===== src/verilog/tsm_pkg.sv =====
// Constants and decode functions shared by the timer slave-mode trigger controller.
package tsm_pkg;

   // Register byte offsets on the APB bus.
   localparam logic [11:0] CTRL_OFFSET = 12'h000;
   localparam logic [11:0] STAT_OFFSET = 12'h004;

   // Control register field positions.
   localparam int MODE_LSB   = 0;
   localparam int SRC_LSB    = 4;
   localparam int MSM_BIT    = 7;
   localparam int FILT_LSB   = 8;

   // Status register field positions.
   localparam int STAT_TRG_BIT  = 0;
   localparam int STAT_ETR_BIT  = 1;
   localparam int STAT_RUN_BIT  = 2;

   localparam logic [31:0] CTRL_RESET = 32'h0000_0000;

   // Slave mode codes.
   localparam logic [2:0] MODE_OFF     = 3'h0;
   localparam logic [2:0] MODE_RESET   = 3'h4;
   localparam logic [2:0] MODE_GATED   = 3'h5;
   localparam logic [2:0] MODE_TRIGGER = 3'h6;
   localparam logic [2:0] MODE_EXTCLK  = 3'h7;

   // Trigger source codes.
   localparam logic [2:0] SRC_INTERNAL_TRIGGER_3  = 3'h3;
   localparam logic [2:0] SRC_EDGE1 = 3'h4;
   localparam logic [2:0] SRC_FILT1 = 3'h5;
   localparam logic [2:0] SRC_FILT2 = 3'h6;
   localparam logic [2:0] SRC_ETR   = 3'h7;

   localparam logic [3:0] FILT_OFF = 4'h0;

   // Sampling divider of the external trigger filter for a filter code.
   function automatic logic [3:0] filtDiv(input logic [3:0] code);
      logic [3:0] d;
      d = 4'h8;
      unique case (code)
         4'h0, 4'h1, 4'h2, 4'h3: d = 4'h1;
         4'h4, 4'h5:             d = 4'h2;
         4'h6, 4'h7:             d = 4'h4;
         default:                d = 4'h8;
      endcase
      return d;
   endfunction

   // Number of equal samples needed before the filtered level changes.
   function automatic logic [3:0] filtLen(input logic [3:0] code);
      logic [3:0] n;
      n = 4'h8;
      unique case (code)
         4'h0, 4'h1:             n = 4'h2;
         4'h2:                   n = 4'h4;
         4'h4, 4'h6, 4'h8:       n = 4'h6;
         default:                n = 4'h8;
      endcase
      return n;
   endfunction

endpackage


===== src/verilog/tsm_etr_filter.sv =====
// Digital filter for the synchronised external trigger input.
`timescale 1ns/10ps
module tsm_etr_filter (
   // Clock and reset
   input  wire logic       clk,
   input  wire logic       sys_rst,
   // Input level and filter setting
   input  wire logic       rawIn,
   input  wire logic [3:0] filterCode,
   // Filtered level
   output logic            filtOut
);

   logic [3:0] divCnt_q;
   logic [3:0] runCnt_q;
   logic       out_q;
   wire  [3:0] divVal   = tsm_pkg::filtDiv(filterCode);
   wire  [3:0] lenVal   = tsm_pkg::filtLen(filterCode);
   wire        filtOff  = (filterCode == tsm_pkg::FILT_OFF);
   wire        sampTick = (divCnt_q >= divVal - 4'h1);
   wire        differs  = (rawIn != out_q);

   assign filtOut = out_q;

   always_ff @(posedge clk) begin
      if (sys_rst) begin
         divCnt_q <= 4'h0;
      end else begin
         divCnt_q <= sampTick ? 4'h0 : divCnt_q + 4'h1;
      end
   end

   // A single sample equal to the output restarts the run, so glitches shorter than the window vanish.
   always_ff @(posedge clk) begin
      if (sys_rst) begin
         runCnt_q <= 4'h0;
         out_q    <= 1'b0;
      end else if (filtOff) begin
         runCnt_q <= 4'h0;
         out_q    <= rawIn;
      end else if (sampTick) begin
         if (!differs) begin
            runCnt_q <= 4'h0;
         // A run left over from a longer setting completes at once instead of wrapping.
         end else if (runCnt_q >= lenVal - 4'h1) begin
            runCnt_q <= 4'h0;
            out_q    <= rawIn;
         end else begin
            runCnt_q <= runCnt_q + 4'h1;
         end
      end
   end

   property p_filtBypass;
      @(posedge clk) disable iff (sys_rst)
      filterCode == 4'h0 |=> filtOut == $past(rawIn);
   endproperty
   a_filtBypass: assert property (p_filtBypass) else $error("filter bypass broken");

   property p_filtTwo;
      @(posedge clk) disable iff (sys_rst)
      filterCode == 4'h1 && rawIn != filtOut ##1
      filterCode == 4'h1 && rawIn != filtOut && $stable(rawIn) |=> filtOut == $past(rawIn);
   endproperty
   a_filtTwo: assert property (p_filtTwo) else $error("two-sample filter late");

   property p_filtSlow;
      @(posedge clk) disable iff (sys_rst)
      (filterCode == 4'h6 && rawIn != filtOut)[*8] |-> $stable(filtOut);
   endproperty
   a_filtSlow: assert property (p_filtSlow) else $error("div4 filter changed early");

   property p_filtCause;
      @(posedge clk) disable iff (sys_rst)
      $changed(filtOut) |-> filtOut == $past(rawIn);
   endproperty
   a_filtCause: assert property (p_filtCause) else $error("filter output without cause");

endmodule


===== src/verilog/tsm_slave_ctrl.sv =====
// Timer slave-mode trigger controller with APB control and status registers.
// Functional notes
// - Gated mode lets the counter advance only while the selected trigger is high, never clearing it.
// - Trigger mode starts the counter on a rising edge of the selected trigger.
// - External clock mode 1 advances the counter once per rising edge of the selected trigger.
// - Source codes 0 to 3 select internal triggers 0 to 3.
// - Source codes 4, 5 and 6 select channel 1 edge detector, channel 1 and channel 2 filtered inputs.
// - Source code 7 selects the filtered external trigger.
// - The master/slave sync enable bit turns that mode on when 1 and has no effect when 0.
// - Filter code 0 disables filtering; codes 1 and 2 use divider 1 with 2 and 4 samples.
// - Filter codes 6, 7 and 8 use divider 4 with 6, divider 4 with 8, divider 8 with 6 samples.
// - Reset mode clears the counter with an update event on a rising trigger edge.
`timescale 1ns/10ps
module tsm_slave_ctrl (
   // Clock and reset
   input  wire logic        clk,
   input  wire logic        sys_rst,
   // APB slave
   input  wire logic        psel,
   input  wire logic        penable,
   input  wire logic        pwrite,
   input  wire logic [31:0] paddr,
   input  wire logic [31:0] pwdata,
   output logic [31:0]      prdata,
   output logic             pready,
   output logic             pslverr,
   // Trigger sources
   input  wire logic        internal_trigger_0,
   input  wire logic        internal_trigger_1,
   input  wire logic        internal_trigger_2,
   input  wire logic        internal_trigger_3,
   input  wire logic        ch1_edge_detect,
   input  wire logic        ch1_filtered_input,
   input  wire logic        ch2_filtered_input,
   input  wire logic        extTriggerPin,
   // Counter core interface
   input  wire logic        counterEnable,
   output logic             countStep,
   output logic             counterClear,
   output logic             updateEvent,
   output logic             triggerEvent,
   output logic             master_slave_sync_enable
);

   logic [31:0] ctrl_q;
   logic [31:0] prdata_q;
   logic        pslverr_q;
   logic        etrMeta_q;
   logic        etrSync_q;
   logic        trgPrev_q;
   logic        started_q;
   logic        countStep_q;
   logic        counterClear_q;
   logic        updateEvent_q;
   logic        triggerEvent_q;
   logic        filtered_external_trigger;
   logic        selected_trigger_input;

   wire [2:0] slaveMode = ctrl_q[tsm_pkg::MODE_LSB +: 3];
   wire [2:0] trigSrc   = ctrl_q[tsm_pkg::SRC_LSB +: 3];
   wire [3:0] filtCode  = ctrl_q[tsm_pkg::FILT_LSB +: 4];

   // APB decode; the slave never inserts wait states.
   wire setupPh  = psel && !penable;
   wire accessPh = psel && penable;
   wire hitCtrl  = (paddr[11:0] == tsm_pkg::CTRL_OFFSET) && (paddr[31:12] == 20'h0_0000);
   wire hitStat  = (paddr[11:0] == tsm_pkg::STAT_OFFSET) && (paddr[31:12] == 20'h0_0000);
   wire ctrlWr   = accessPh && pwrite && hitCtrl;

   assign pready  = 1'b1;
   assign prdata  = prdata_q;
   assign pslverr = pslverr_q & accessPh;

   wire [31:0] statWord = {29'h0000_0000, started_q, filtered_external_trigger,
                           selected_trigger_input};
   wire [31:0] readWord = hitCtrl ? ctrl_q : (hitStat ? statWord : 32'h0000_0000);
   wire [31:0] ctrlMask = 32'h0000_0FF7;

   always_ff @(posedge clk) begin
      if (sys_rst) begin
         ctrl_q <= tsm_pkg::CTRL_RESET;
      end else if (ctrlWr) begin
         ctrl_q <= pwdata & ctrlMask;
      end
   end

   // Read data is captured in the setup cycle so that it comes from a flip-flop.
   always_ff @(posedge clk) begin
      if (sys_rst) begin
         prdata_q  <= 32'h0000_0000;
         pslverr_q <= 1'b0;
      end else if (setupPh) begin
         prdata_q  <= pwrite ? 32'h0000_0000 : readWord;
         pslverr_q <= !(hitCtrl || hitStat);
      end
   end

   // The pin is asynchronous to clk and is synchronised before the filter sees it.
   always_ff @(posedge clk) begin
      if (sys_rst) begin
         etrMeta_q <= 1'b0;
         etrSync_q <= 1'b0;
      end else begin
         etrMeta_q <= extTriggerPin;
         etrSync_q <= etrMeta_q;
      end
   end

   tsm_etr_filter u_filter (
      .clk        (clk),
      .sys_rst    (sys_rst),
      .rawIn      (etrSync_q),
      .filterCode (filtCode),
      .filtOut    (filtered_external_trigger)
   );

   // Trigger source selection.
   always_comb begin
      unique case (trigSrc)
         3'h0:                selected_trigger_input = internal_trigger_0;
         3'h1:                selected_trigger_input = internal_trigger_1;
         3'h2:                selected_trigger_input = internal_trigger_2;
         tsm_pkg::SRC_INTERNAL_TRIGGER_3:   selected_trigger_input = internal_trigger_3;
         tsm_pkg::SRC_EDGE1:  selected_trigger_input = ch1_edge_detect;
         tsm_pkg::SRC_FILT1:  selected_trigger_input = ch1_filtered_input;
         tsm_pkg::SRC_FILT2:  selected_trigger_input = ch2_filtered_input;
         tsm_pkg::SRC_ETR:    selected_trigger_input = filtered_external_trigger;
      endcase
   end

   // The edge detector keeps running in every mode, so a source switched while the
   // slave mode is off cannot leave a stale previous level behind.
   wire trgRise = selected_trigger_input && !trgPrev_q;

   wire modeGated  = (slaveMode == tsm_pkg::MODE_GATED);
   wire modeTrig   = (slaveMode == tsm_pkg::MODE_TRIGGER);
   wire modeExtClk = (slaveMode == tsm_pkg::MODE_EXTCLK);
   wire modeReset  = (slaveMode == tsm_pkg::MODE_RESET);
   wire slaveOn    = modeGated || modeTrig || modeExtClk || modeReset;

   wire startedD = modeTrig && (started_q || trgRise);
   wire stepGate = modeGated ? (counterEnable && selected_trigger_input) : counterEnable;
   wire stepD    = modeExtClk ? trgRise : (modeTrig ? startedD : stepGate);
   wire clearD   = modeReset && trgRise;

   always_ff @(posedge clk) begin
      if (sys_rst) begin
         trgPrev_q      <= 1'b0;
         started_q      <= 1'b0;
         countStep_q    <= 1'b0;
         counterClear_q <= 1'b0;
         updateEvent_q  <= 1'b0;
         triggerEvent_q <= 1'b0;
      end else begin
         trgPrev_q      <= selected_trigger_input;
         started_q      <= startedD;
         countStep_q    <= stepD;
         counterClear_q <= clearD;
         updateEvent_q  <= clearD;
         triggerEvent_q <= slaveOn && trgRise;
      end
   end

   assign countStep                = countStep_q;
   assign counterClear             = counterClear_q;
   assign updateEvent              = updateEvent_q;
   assign triggerEvent             = triggerEvent_q;
   assign master_slave_sync_enable = ctrl_q[tsm_pkg::MSM_BIT];

   property p_gatedRun;
      @(posedge clk) disable iff (sys_rst)
      modeGated && counterEnable && selected_trigger_input && !ctrlWr |=> countStep;
   endproperty
   a_gatedRun: assert property (p_gatedRun) else $error("gated mode did not count");

   property p_gatedHold;
      @(posedge clk) disable iff (sys_rst)
      modeGated && !selected_trigger_input && !ctrlWr |=> !countStep && !counterClear;
   endproperty
   a_gatedHold: assert property (p_gatedHold) else $error("gated mode counted or cleared");

   property p_trigStart;
      @(posedge clk) disable iff (sys_rst)
      modeTrig && trgRise && !ctrlWr |=> countStep && triggerEvent ##1 (countStep || !modeTrig);
   endproperty
   a_trigStart: assert property (p_trigStart) else $error("trigger mode did not start");

   property p_extClk;
      @(posedge clk) disable iff (sys_rst)
      modeExtClk && !ctrlWr |=> countStep == $past(trgRise);
   endproperty
   a_extClk: assert property (p_extClk) else $error("external clock step mismatch");

   property p_srcItr;
      @(posedge clk) disable iff (sys_rst)
      trigSrc == 3'h2 |-> selected_trigger_input == internal_trigger_2;
   endproperty
   a_srcItr: assert property (p_srcItr) else $error("internal trigger 2 not selected");

   property p_srcCh2;
      @(posedge clk) disable iff (sys_rst)
      trigSrc == 3'h6 |-> selected_trigger_input == ch2_filtered_input;
   endproperty
   a_srcCh2: assert property (p_srcCh2) else $error("channel 2 input not selected");

   property p_srcEtr;
      @(posedge clk) disable iff (sys_rst)
      trigSrc == 3'h7 |-> selected_trigger_input == filtered_external_trigger;
   endproperty
   a_srcEtr: assert property (p_srcEtr) else $error("external trigger not selected");

   property p_msmWrite;
      @(posedge clk) disable iff (sys_rst)
      ctrlWr |=> master_slave_sync_enable == $past(pwdata[7]);
   endproperty
   a_msmWrite: assert property (p_msmWrite) else $error("sync enable not written");

   property p_resetMode;
      @(posedge clk) disable iff (sys_rst)
      modeReset && trgRise && !ctrlWr |=> counterClear && updateEvent ##1 !counterClear;
   endproperty
   a_resetMode: assert property (p_resetMode) else $error("reset mode clear missing");

   c_gated: cover property (@(posedge clk) disable iff (sys_rst) modeGated ##1 countStep);
   c_trig:  cover property (@(posedge clk) disable iff (sys_rst) modeTrig && trgRise);
   c_ext:   cover property (@(posedge clk) disable iff (sys_rst) modeExtClk && countStep);
   c_clear: cover property (@(posedge clk) disable iff (sys_rst) counterClear);

endmodule


===== config.mk =====
export PLATFORM = sky130hd
export DESIGN_NAME = tsm_slave_ctrl
export DESIGN_NICKNAME = d
export VERILOG_FILES = /design/src/verilog/tsm_pkg.sv /design/src/verilog/tsm_etr_filter.sv /design/src/verilog/tsm_slave_ctrl.sv
export SDC_FILE = /design/constraint.sdc
export NUM_CORES = 1
export LEC_CHECK = 0
export ABC_CLOCK_PERIOD_IN_PS = 5100
export BUFFER_PORTS_ARGS = -buffer_cell sky130_fd_sc_hd__buf_2
export CAP_MARGIN = 0
export CORE_UTILIZATION = 49
export CTS_CLUSTER_DIAMETER = 80
export CTS_CLUSTER_SIZE = 16
export DETAILED_ROUTE_END_ITERATION = 12
export PLACE_DENSITY_LB_ADDON = 0.15
export SYNTH_ARGS = -nofsm -noshare
export SYNTH_HDL_FRONTEND = slang
export SYNTH_HIERARCHICAL = 1
export SYNTH_SLANG_ARGS = --single-unit

===== constraint.sdc =====
create_clock -name clk -period 5.1 [get_ports clk]
set_input_delay 0 -clock clk [delete_from_list [all_inputs] [get_ports clk]]
set_output_delay 0 -clock clk [all_outputs]
set_load 0.1 [all_outputs]

# == After elaboration in Yosys (flattened, before gate mapping) ==
# Memory sizes are Yosys's and may differ from the RTL's. A register that Yosys moved wholly into a read port is not among the register bits.
# Index checks and enable logic that the tools add are counted.
# W data, S select, Z words.
# totals
out_inout_bits,39
mem_count,1
mem_bits_ro,24
reg_bits,60
# mem_list
name,words,width,read_ports,rd_ports_with_merged_regs,write_ports,line,source
(name not given),8,3,1,1,0,tsm_pkg.sv:41,unique case (code)
# op_classes
magnitude_cmp,2
n_addsub,4
muxes,17
reduce_logical,31
eq_ne,18
n_bitwise,1
# ops
operator,count
$eq A3 B3 Y1 const B,8
$mux W12,2
$logic_not A20 Y1,1
$eq A12 B3 Y1 const B,1
$logic_not A12 Y1,1
$mux W4,3
$pmux W4 S3,1
$logic_and A1 B1 Y1,11
$mux W3,3
$add A4 B1 Y4 const B,2
$eq A4 B3 Y1 const B,2
$ge A4 B4 Y1,2
$pmux W1 S8,1
$sub A4 B1 Y4 const B,2
$mux W1,7
$eq A3 B2 Y1 const B,2
$reduce_bool A2 Y1,3
$reduce_or A2 Y1,3
$logic_or A1 B1 Y1,5
$eq A4 B1 Y1 const B,1
$eq A4 B2 Y1 const B,1
$eq A4 B4 Y1 const B,1
$logic_not A4 Y1,1
$eq A3 B1 Y1 const B,1
other kinds (6),8

# == Longest topological paths before layout ==
# Gate-level depths: netlist (run 1).
# depth
ltp_word,9
depth_mapped,11

# == Modules after synthesis ==
# The synthesis (run 1) kept the hierarchy.
# by_module_without_submodules
module,cells_each,seq_area_each_um2,area_per_inst_um2,n_inst
tsm_slave_ctrl,178,600.6,1570.3,1
tsm_etr_filter,75,180.2,696.9,1

# == Worst setup path before layout (run 1) ==
# No wires, ideal clock.
# synth_path
kind,flip-flop to flip-flop
startpoint,register ctrl_q[10]
endpoint,"register u_filter.out_q, in the netlist u_filter/filtOut"
path_slack_ps,2763
arrival_ps,2266
path_buffers,0
stages_incl_launch_ff,10
period_less_slack_ps,2337
setup_ps,72
path_cell_list,dfxtp_1 > or3b_2 > ha_1 > xor2_1 > ha_1 > or2_4 > a21oi_4 > a21oi_2 > a22oi_2 > mux2i_1
# synth_via
elab_chain_cells,7
word_cells_on_any_way,16
classes_between,add/sub (1); order compare (1); eq/ne (5); mux (2); reduce/logical (7)
# synth_lines
item,line,source
"start, declared",tsm_slave_ctrl.sv:45,logic [31:0] ctrl_q;
"start signal, assigned",tsm_slave_ctrl.sv:81,ctrl_q <= tsm_pkg::CTRL_RESET;
"start signal, assigned",tsm_slave_ctrl.sv:83,ctrl_q <= pwdata & ctrlMask;
"$eq A4 B3 Y1, or another cell as far along",tsm_pkg.sv:54,unique case (code)
$reduce_or A3 Y1 / $reduce_or A2 Y1 (equally long branches),tsm_pkg.sv:54,
$pmux W4 S3,tsm_pkg.sv:54,
$sub A4 B1 Y4,tsm_etr_filter.sv:45,end else if (runCnt_q >= lenVal - 4'h1) begin
$ge A4 B4 Y1,tsm_etr_filter.sv:45,
$reduce_bool A2 Y1 (no line),-,
$reduce_and A3 Y1 (no line),-,
"end signal, assigned",tsm_etr_filter.sv:40,out_q <= rawIn;
"end signal, assigned",tsm_etr_filter.sv:47,out_q <= rawIn;
"end, declared",tsm_etr_filter.sv:16,logic out_q;
# Several ways; a longest one is shown, not always the timed one.
# A chain may end at the register's enable or synchronous reset.

# == Worst setup path after layout (run 1) ==
# Ends and elaborated chain as after synthesis.

==> results of run 1 <==
[flip-flops by register name (all words and copies together), names as in the netlist]
name               cells
ctrl_q                11
prdata                11
u_filter/divCnt_q      4
u_filter/runCnt_q      4
countStep              1
etrMeta_q              1
etrSync_q              1
pslverr_q              1
started_q              1
trgPrev_q              1
triggerEvent           1
u_filter/filtOut       1
updateEvent            1
[cell families (layout without fill, tap and decap cells)]
family          count (synthesis)  after routing  synth area share
buf+inv                        38             98             0.104
other cells                     3             23           0.00497
simple gates                  102            102             0.237
xor+xnor                        6              6            0.0232
flops                          39             39             0.344
mux                            18             18            0.0993
compound gates                 36             36             0.126
fa+ha+maj                      11             11            0.0607
[metal layers]
layer,track usage,up-vias
met2,0.327,46
met3,0.0390,4
met1,0.272,907
li1,-,999
met4,0.0533,0
met5,0,-
[layout make-up]
type / count / share of cell area
clock inverter: 1 / 0.00181
multi-input combinational: 196 / 0.479
clock buffer: 6 / 0.0298
sequential: 39 / 0.282
tap: 52 / 0.0235
timing repair buffer: 85 / 0.175
inverter: 6 / 0.00814
[through the flow]
step                      power (mW)  worst slack, ns  hold WS [ns]  area, um2  instances
after floorplan                0.432             2.76        0.0691       2340        273
after global placement         0.446             2.63         0.212       2560        366
after detailed placement       0.447             2.60         0.216       2560        366
after CTS                      0.667             2.57         0.116       2770        385
after global routing           0.687             2.44         0.143       2770        385
final                          0.662             2.56         0.130       2770        385
[report_power, final]
| part | internal, mW | leakage [nW] | switching, mW |
|---|---|---|---|
| logic | 0.0336 | 0.819 | 0.104 |
| clock network | 0.106 | 0.0470 | 0.109 |
| registers | 0.308 | 0.316 | 0.00207 |
[cell usage in the layout, fill, tap and decap left out, types with 3 or more instances in the layout]
master / netlist / final
nor2_1: 14 / 14
mux2i_1: 15 / 15
inv_1: 5 / 5
xor2_1: 3 / 3
ha_1: 11 / 11
nand2_1: 35 / 35
xnor2_1: 3 / 3
nand3_1: 12 / 12
nor2b_1: 3 / 3
clkbuf_8: 0 / 6
a21oi_1: 14 / 14
dlygate4sd3_1: 0 / 12
nand2b_1: 3 / 3
dfxtp_1: 39 / 39
nor4_1: 8 / 8
buf_2: 2 / 73
a21o_1: 3 / 3
nor3_1: 4 / 4
nor3b_1: 8 / 8
conb_1: 3 / 23
[worst register-to-register path, cell delays in order (launching register included)]
cell     delay, ns
dfxtp_1       0.46
or3b_2        0.48
ha_1          0.20
xor2_1        0.16
ha_1          0.27
or2_4         0.24
a21oi_4       0.21
a21oi_2       0.10
a22oi_2       0.16
mux2i_1       0.20
[final timing paths]
kind,startpoint,endpoint,slack (ns),depth (start not counted)
min reg2reg,etrMeta_q$_SDFF_PP0_,etrSync_q$_SDFF_PP0_,0.44,1
max reg2reg,ctrl_q[10]$_SDFFE_PP0P_,u_filter/filtOut$_SDFFE_PP0P_,2.56,9
min,sys_rst,etrMeta_q$_SDFF_PP0_,0.13,2
max,ctrl_q[10]$_SDFFE_PP0P_,u_filter/filtOut$_SDFFE_PP0P_,2.56,9
==> results.toml, run 1 <==
[placement]
gp_congestion = 0.794
io_buffers = 73
dpl.hpwl_um = 3480

[sta]
tightest_slew_ns = 0.680
maxSlewViolCount = 0
hold_viol = 0
setup_violations = 0
slew-limit-headroom = 0.546
grt_setup_unrepaired = "false"
fmax_mhz = 394
period_share = 0.498
finalWorstPathRequiredPeriod_ns = 2.54
timing.setup.tns_ns = 0
fin_worst_skew_ns = 0.00582

[final_layout]
utilization = 0.627
fin_nets = 422
layout-drive-gt1-share = 0.288
nFillCells = 389
area_growth_syn_to_layout_pct = 22.1
seq_area_um2 = 781
multiInputGateArea_mm2 = 0.00133
diodes = 0

[floorplanning]
die_w_um = 70.0
dieArea_mm2 = 0.00490
rows = 24
start_util = 0.514
pin_count = 117
core_area_mm2 = 0.00441
fp.dieH_um = 70.0

[logic_synthesis]
synth_top_cell_by_area = "dfxtp_1"
yosysUniqueCellTypes = 51
synth_most_common_cell = "dfxtp_1"
ys_seq_area_frac = 0.344
synth_top_flop_cell = "dfxtp_1"
ys_warn_count = 6
synthTopCellsByCount = "39 x dfxtp_1, 35 x nand2_1, 24 x buf_4, 15 x mux2i_1"
syn_area_mm2 = 0.00227
synth_edf_count = 0
synthTopCellsByArea = "dfxtp_1 34%, buf_4 7.9%, mux2i_1 6.6%"
yosys.area.top_type_share = 0.344
syn_inst = 253
synthArstFlopShare = 0
ys_ff_latch = 39
synth.avg_cell_area_um2 = 8.96

[run_status]
status = "completed"

[power_and_ir_drop]
peakVddDrop_v = 0.000139
p_leak_nw = 1.18
cellPowerDensity_mw_per_mm2 = 239

[routing]
route.met3.wl_um = 167
dr.pass1.iters = 4
route.detailed.drc = 0
vias_per_cell = 5.08
via_count = 1956
wl_met1_um = 2330
drtIter0Drc = 100
routedWlPerCell_um = 12.7
met2_length_um = 2330
highest_layer = "met4"
wirelength_um = 4870
postRouteAntennaNets = 0

[critical_path]
path_class = "flop to flop"
critPathRequiredTime_ns = 5.32
cpLargestDelayFamily = "simple AND/OR/NAND/NOR gates"
worstSetupEndpointType = "flop"
cp_common_cell = "ha_1"
max_stage_delay_ns = 0.48
start_kind = "flop"
cp_max_fo = 8
cp_cell_sequence = "or3b_2 > ha_1 > xor2_1 > ha_1 > or2_4 > a21oi_4 > a21oi_2 > a22oi_2 > mux2i_1"
path_buf_inv = 0
crit_arrival_ns = 2.76
cp_slowest_cell = "or3b_2"

[min_path]
hp-class = "primary input to flop"

[clocking]
cts_setup_buffers = 0
clk_pin_slew_ns = 0.08
clock_latency_ns = 0.29
cts.path.max_buffers = 2
cts_root_buf = "clkbuf_8"
cts_made_buffers = 5
clock_sinks = 39
cts_hold_buf = 12
cts_resized = 0
cts.htree.levels = 2
cts_tree = "built"

[grt]
grt_max_degree = 26
grtUsageTotal = 0.201
grt_pass1_vias = 1737
grt_pass1_wl_um = 7910
antenna_found_initial = 0
overflow = 0

[run]
max_cap_violations = 0
(Power assumes the default switching activity.)
==> run 2: changes to the inputs <==
ABC_AREA = 1   (was not set)
ABC_CLOCK_PERIOD_IN_PS = 2300   (was 5100)
CORE_UTILIZATION = 42   (was 49)
clock period = 2.3 ns   (was 5.1 ns; I/O delays follow)
==> run 2 against run 1 <==
Effect of this change:
- sequential share of layout area decreased by 2.1 points
- first-iteration DRC count decreased by 33%
- fmax increased by 19%
- utilization decreased by 8.9 points
- power increased by 120%
- critical path depth increased by 4
- largest cell class unchanged
- sequential power increased by 120%
- combinational power increased by 120%
- largest power group unchanged
- clock power increased by 100%
- final cell count increased by 39%
- synthesized area increased by 8.2%
==> results.toml, run 2 <==
[run_status]
status = "completed"

[logic_synthesis]
synth_top_family_by_area = "simple AND/OR/NAND/NOR gates"
yosys.area.top_type_share = 0.318
ys_seq_area_frac = 0.318
syn_area_mm2 = 0.00245
synth_simple_gate_area_frac = 0.370
synthAdderAreaFrac = 0.0561
synthMuxAreaShare = 0
synth_compound_area_frac = 0.0500
synthArstFlopShare = 0
ys_warn_count = 6
ys_ff_latch = 39
synth.avg_cell_area_um2 = 6.49
synth_edf_count = 0
synth_top_flop_cell = "dfxtp_1"
synth_top_cell_by_area = "dfxtp_1"
synthTopCellsByArea = "dfxtp_1 32%, nand2_1 15%, nor2_1 11%"
syn_inst = 378
synth-xor-area-share = 0.0245
yosysUniqueCellTypes = 33
synth_most_common_cell = "nand2_1"
synthTopCellsByCount = "96 x nand2_1, 69 x nor2_1, 52 x inv_1, 39 x dfxtp_1, 23 x buf_4"

[floorplanning]
fp.dieH_um = 78.4
pin_count = 117
die_w_um = 78.4
rows = 27
core_area_mm2 = 0.00557
dieArea_mm2 = 0.00615
start_util = 0.440

[routing]
route.met3.wl_um = 233
route.detailed.drc = 0
wirelength_um = 4910
postRouteAntennaNets = 0
dr.pass1.iters = 6
routedWlPerCell_um = 9.17
highest_layer = "met4"
wl_met1_um = 2380
vias_per_cell = 4.30
met2_length_um = 2220
via_count = 2301
drtIter0Drc = 67

[final_layout]
nFillCells = 572
area_growth_syn_to_layout_pct = 22.3
final_cell_mix = "96 x nand2_1, 73 x buf_2, 67 x nor2_1"
final_common_cell = "nand2_1"
diodes = 0
layout-drive-gt1-share = 0.248
design_area_mm2 = 0.00300
fin_nets = 551

[critical_path]
path_class = "flop to flop"
worstSetupEndpointType = "flop"
cp_max_fo = 3
path_buf_inv = 3
max_stage_delay_ns = 0.35
cp_slowest_cell = "dfxtp_1"
cpLargestDelayFamily = "simple AND/OR/NAND/NOR gates"
critPathRequiredTime_ns = 2.48
crit_arrival_ns = 2.31
cp_cell_sequence = "inv_2 > nor2_2 > inv_1 > or2_2 > ha_1 > xor2_1 > ha_1 > nand2_1 > inv_2 > nand2_2 > nand4_1 > a21oi_1 > nor2_1"
start_kind = "flop"

[clocking]
cts_made_buffers = 5
clock_sinks = 39
clock_latency_ns = 0.28
cts.path.max_buffers = 2
cts_tree = "built"
cts_setup_buffers = 0
cts_root_buf = "clkbuf_8"
cts.htree.levels = 2
clk_pin_slew_ns = 0.07

[sta]
grt_setup_unrepaired = "false"
fmax_mhz = 469
setup_violations = 0
timing.setup.tns_ns = 0
fin_worst_skew_ns = 0.00336
hold_viol = 0
maxSlewViolCount = 0
hold_slack_ns = 0.0256
finalWorstPathRequiredPeriod_ns = 2.13
period_share = 0.926

[power_and_ir_drop]
switching_share = 0.324
total_power_mw = 1.43
p_sw_mw = 0.462
peakVddDrop_v = 0.000347
p_leak_nw = 1.59
cellPowerDensity_mw_per_mm2 = 476
pwr-share-seq = 0.480
clkPwrFrac = 0.308
combPwrFrac = 0.212
p_int_mw = 0.965

[placement]
dpl.hpwl_um = 3800
io_buffers = 73
gp_congestion = 0.796
place_area_mm2 = 0.00279

[grt]
grt_pass1_wl_um = 8340
grt_pass1_vias = 1938
antenna_found_initial = 0
grt_max_degree = 23
overflow = 0
grtUsageTotal = 0.171

[min_path]
hp-class = "primary input to flop"

[run]
max_cap_violations = 0
[run 2: worst reg2reg max path: stages, from the launching register on]
cell,delay [ns]
dfxtp_1,0.35
inv_2,0.06
nor2_2,0.09
inv_1,0.05
or2_2,0.27
ha_1,0.19
xor2_1,0.17
ha_1,0.26
nand2_1,0.07
inv_2,0.04
nand2_2,0.09
nand4_1,0.16
a21oi_1,0.17
nor2_1,0.06
[run 2: layer usage]
layer | vias to the layer above | track usage
met5 | - | 0
met4 | 0 | 0.0741
met3 | 5 | 0.0326
met2 | 68 | 0.293
met1 | 973 | 0.207
li1 | 1255 | -
[run 2: kinds of logic after synthesis]
group / Yosys count
AO/OA/AOI/OAI: 21
XOR/XNOR: 6
adder cells (fa/ha/maj): 11
buffers and inverters: 90
flip-flops: 39
other: 3
AND/OR/NAND/NOR: 208
[run 2: power by group through the flow]
| stage | Clock (mW) | Combinational (mW) | Sequential [mW] |
|---|---|---|---|
| 2_1_floorplan | 0 | 0.250 | 0.707 |
| 3_3_place_gp | 0 | 0.286 | 0.700 |
| 3_5_place_dp | 0 | 0.287 | 0.701 |
| 4_1_cts | 0.465 | 0.303 | 0.685 |
| 5_1_grt | 0.494 | 0.323 | 0.685 |
| 6_report | 0.440 | 0.303 | 0.685 |
[run 2: repair_timing]
item,4_1_cts,5_1_grt
hold buffers,12,0
gates resized for setup,0,6
endpoints found under the hold margin,12,0
setup endpoints to repair,0,5
[run 2: final timing paths]
path | from | to | slack [ns] | depth (start not counted)
worst max-delay path | ctrl_q[10]$_SDFFE_PP0P_ | u_filter/filtOut$_SDFFE_PP0P_ | 0.17 | 13
worst min-delay path | counterEnable | countStep$_SDFF_PP0_ | 0.03 | 5
worst max register to register | ctrl_q[10]$_SDFFE_PP0P_ | u_filter/filtOut$_SDFFE_PP0P_ | 0.17 | 13
worst min register to register | etrMeta_q$_SDFF_PP0_ | etrSync_q$_SDFF_PP0_ | 0.41 | 2
[run 2: layout make-up]
type	instances	area, um2	area share
Clock inverter	1	5.00	0.00167
Sequential cell	39	783	0.261
Timing Repair Buffer	86	493	0.164
Inverter	61	229	0.0763
Tap cell	72	90.1	0.0300
Multi-Input combinational cell	269	1320	0.441
Clock buffer	7	76.3	0.0254
[run 2: through the flow]
stage          utilization  cells  setup WS [ns]
2_1_floorplan            -    398          0.204
3_3_place_gp         0.500    515          0.148
3_5_place_dp         0.500    515         0.0997
4_1_cts              0.536    535         0.0838
5_1_grt              0.538    535         0.0129
6_report             0.538    535          0.170
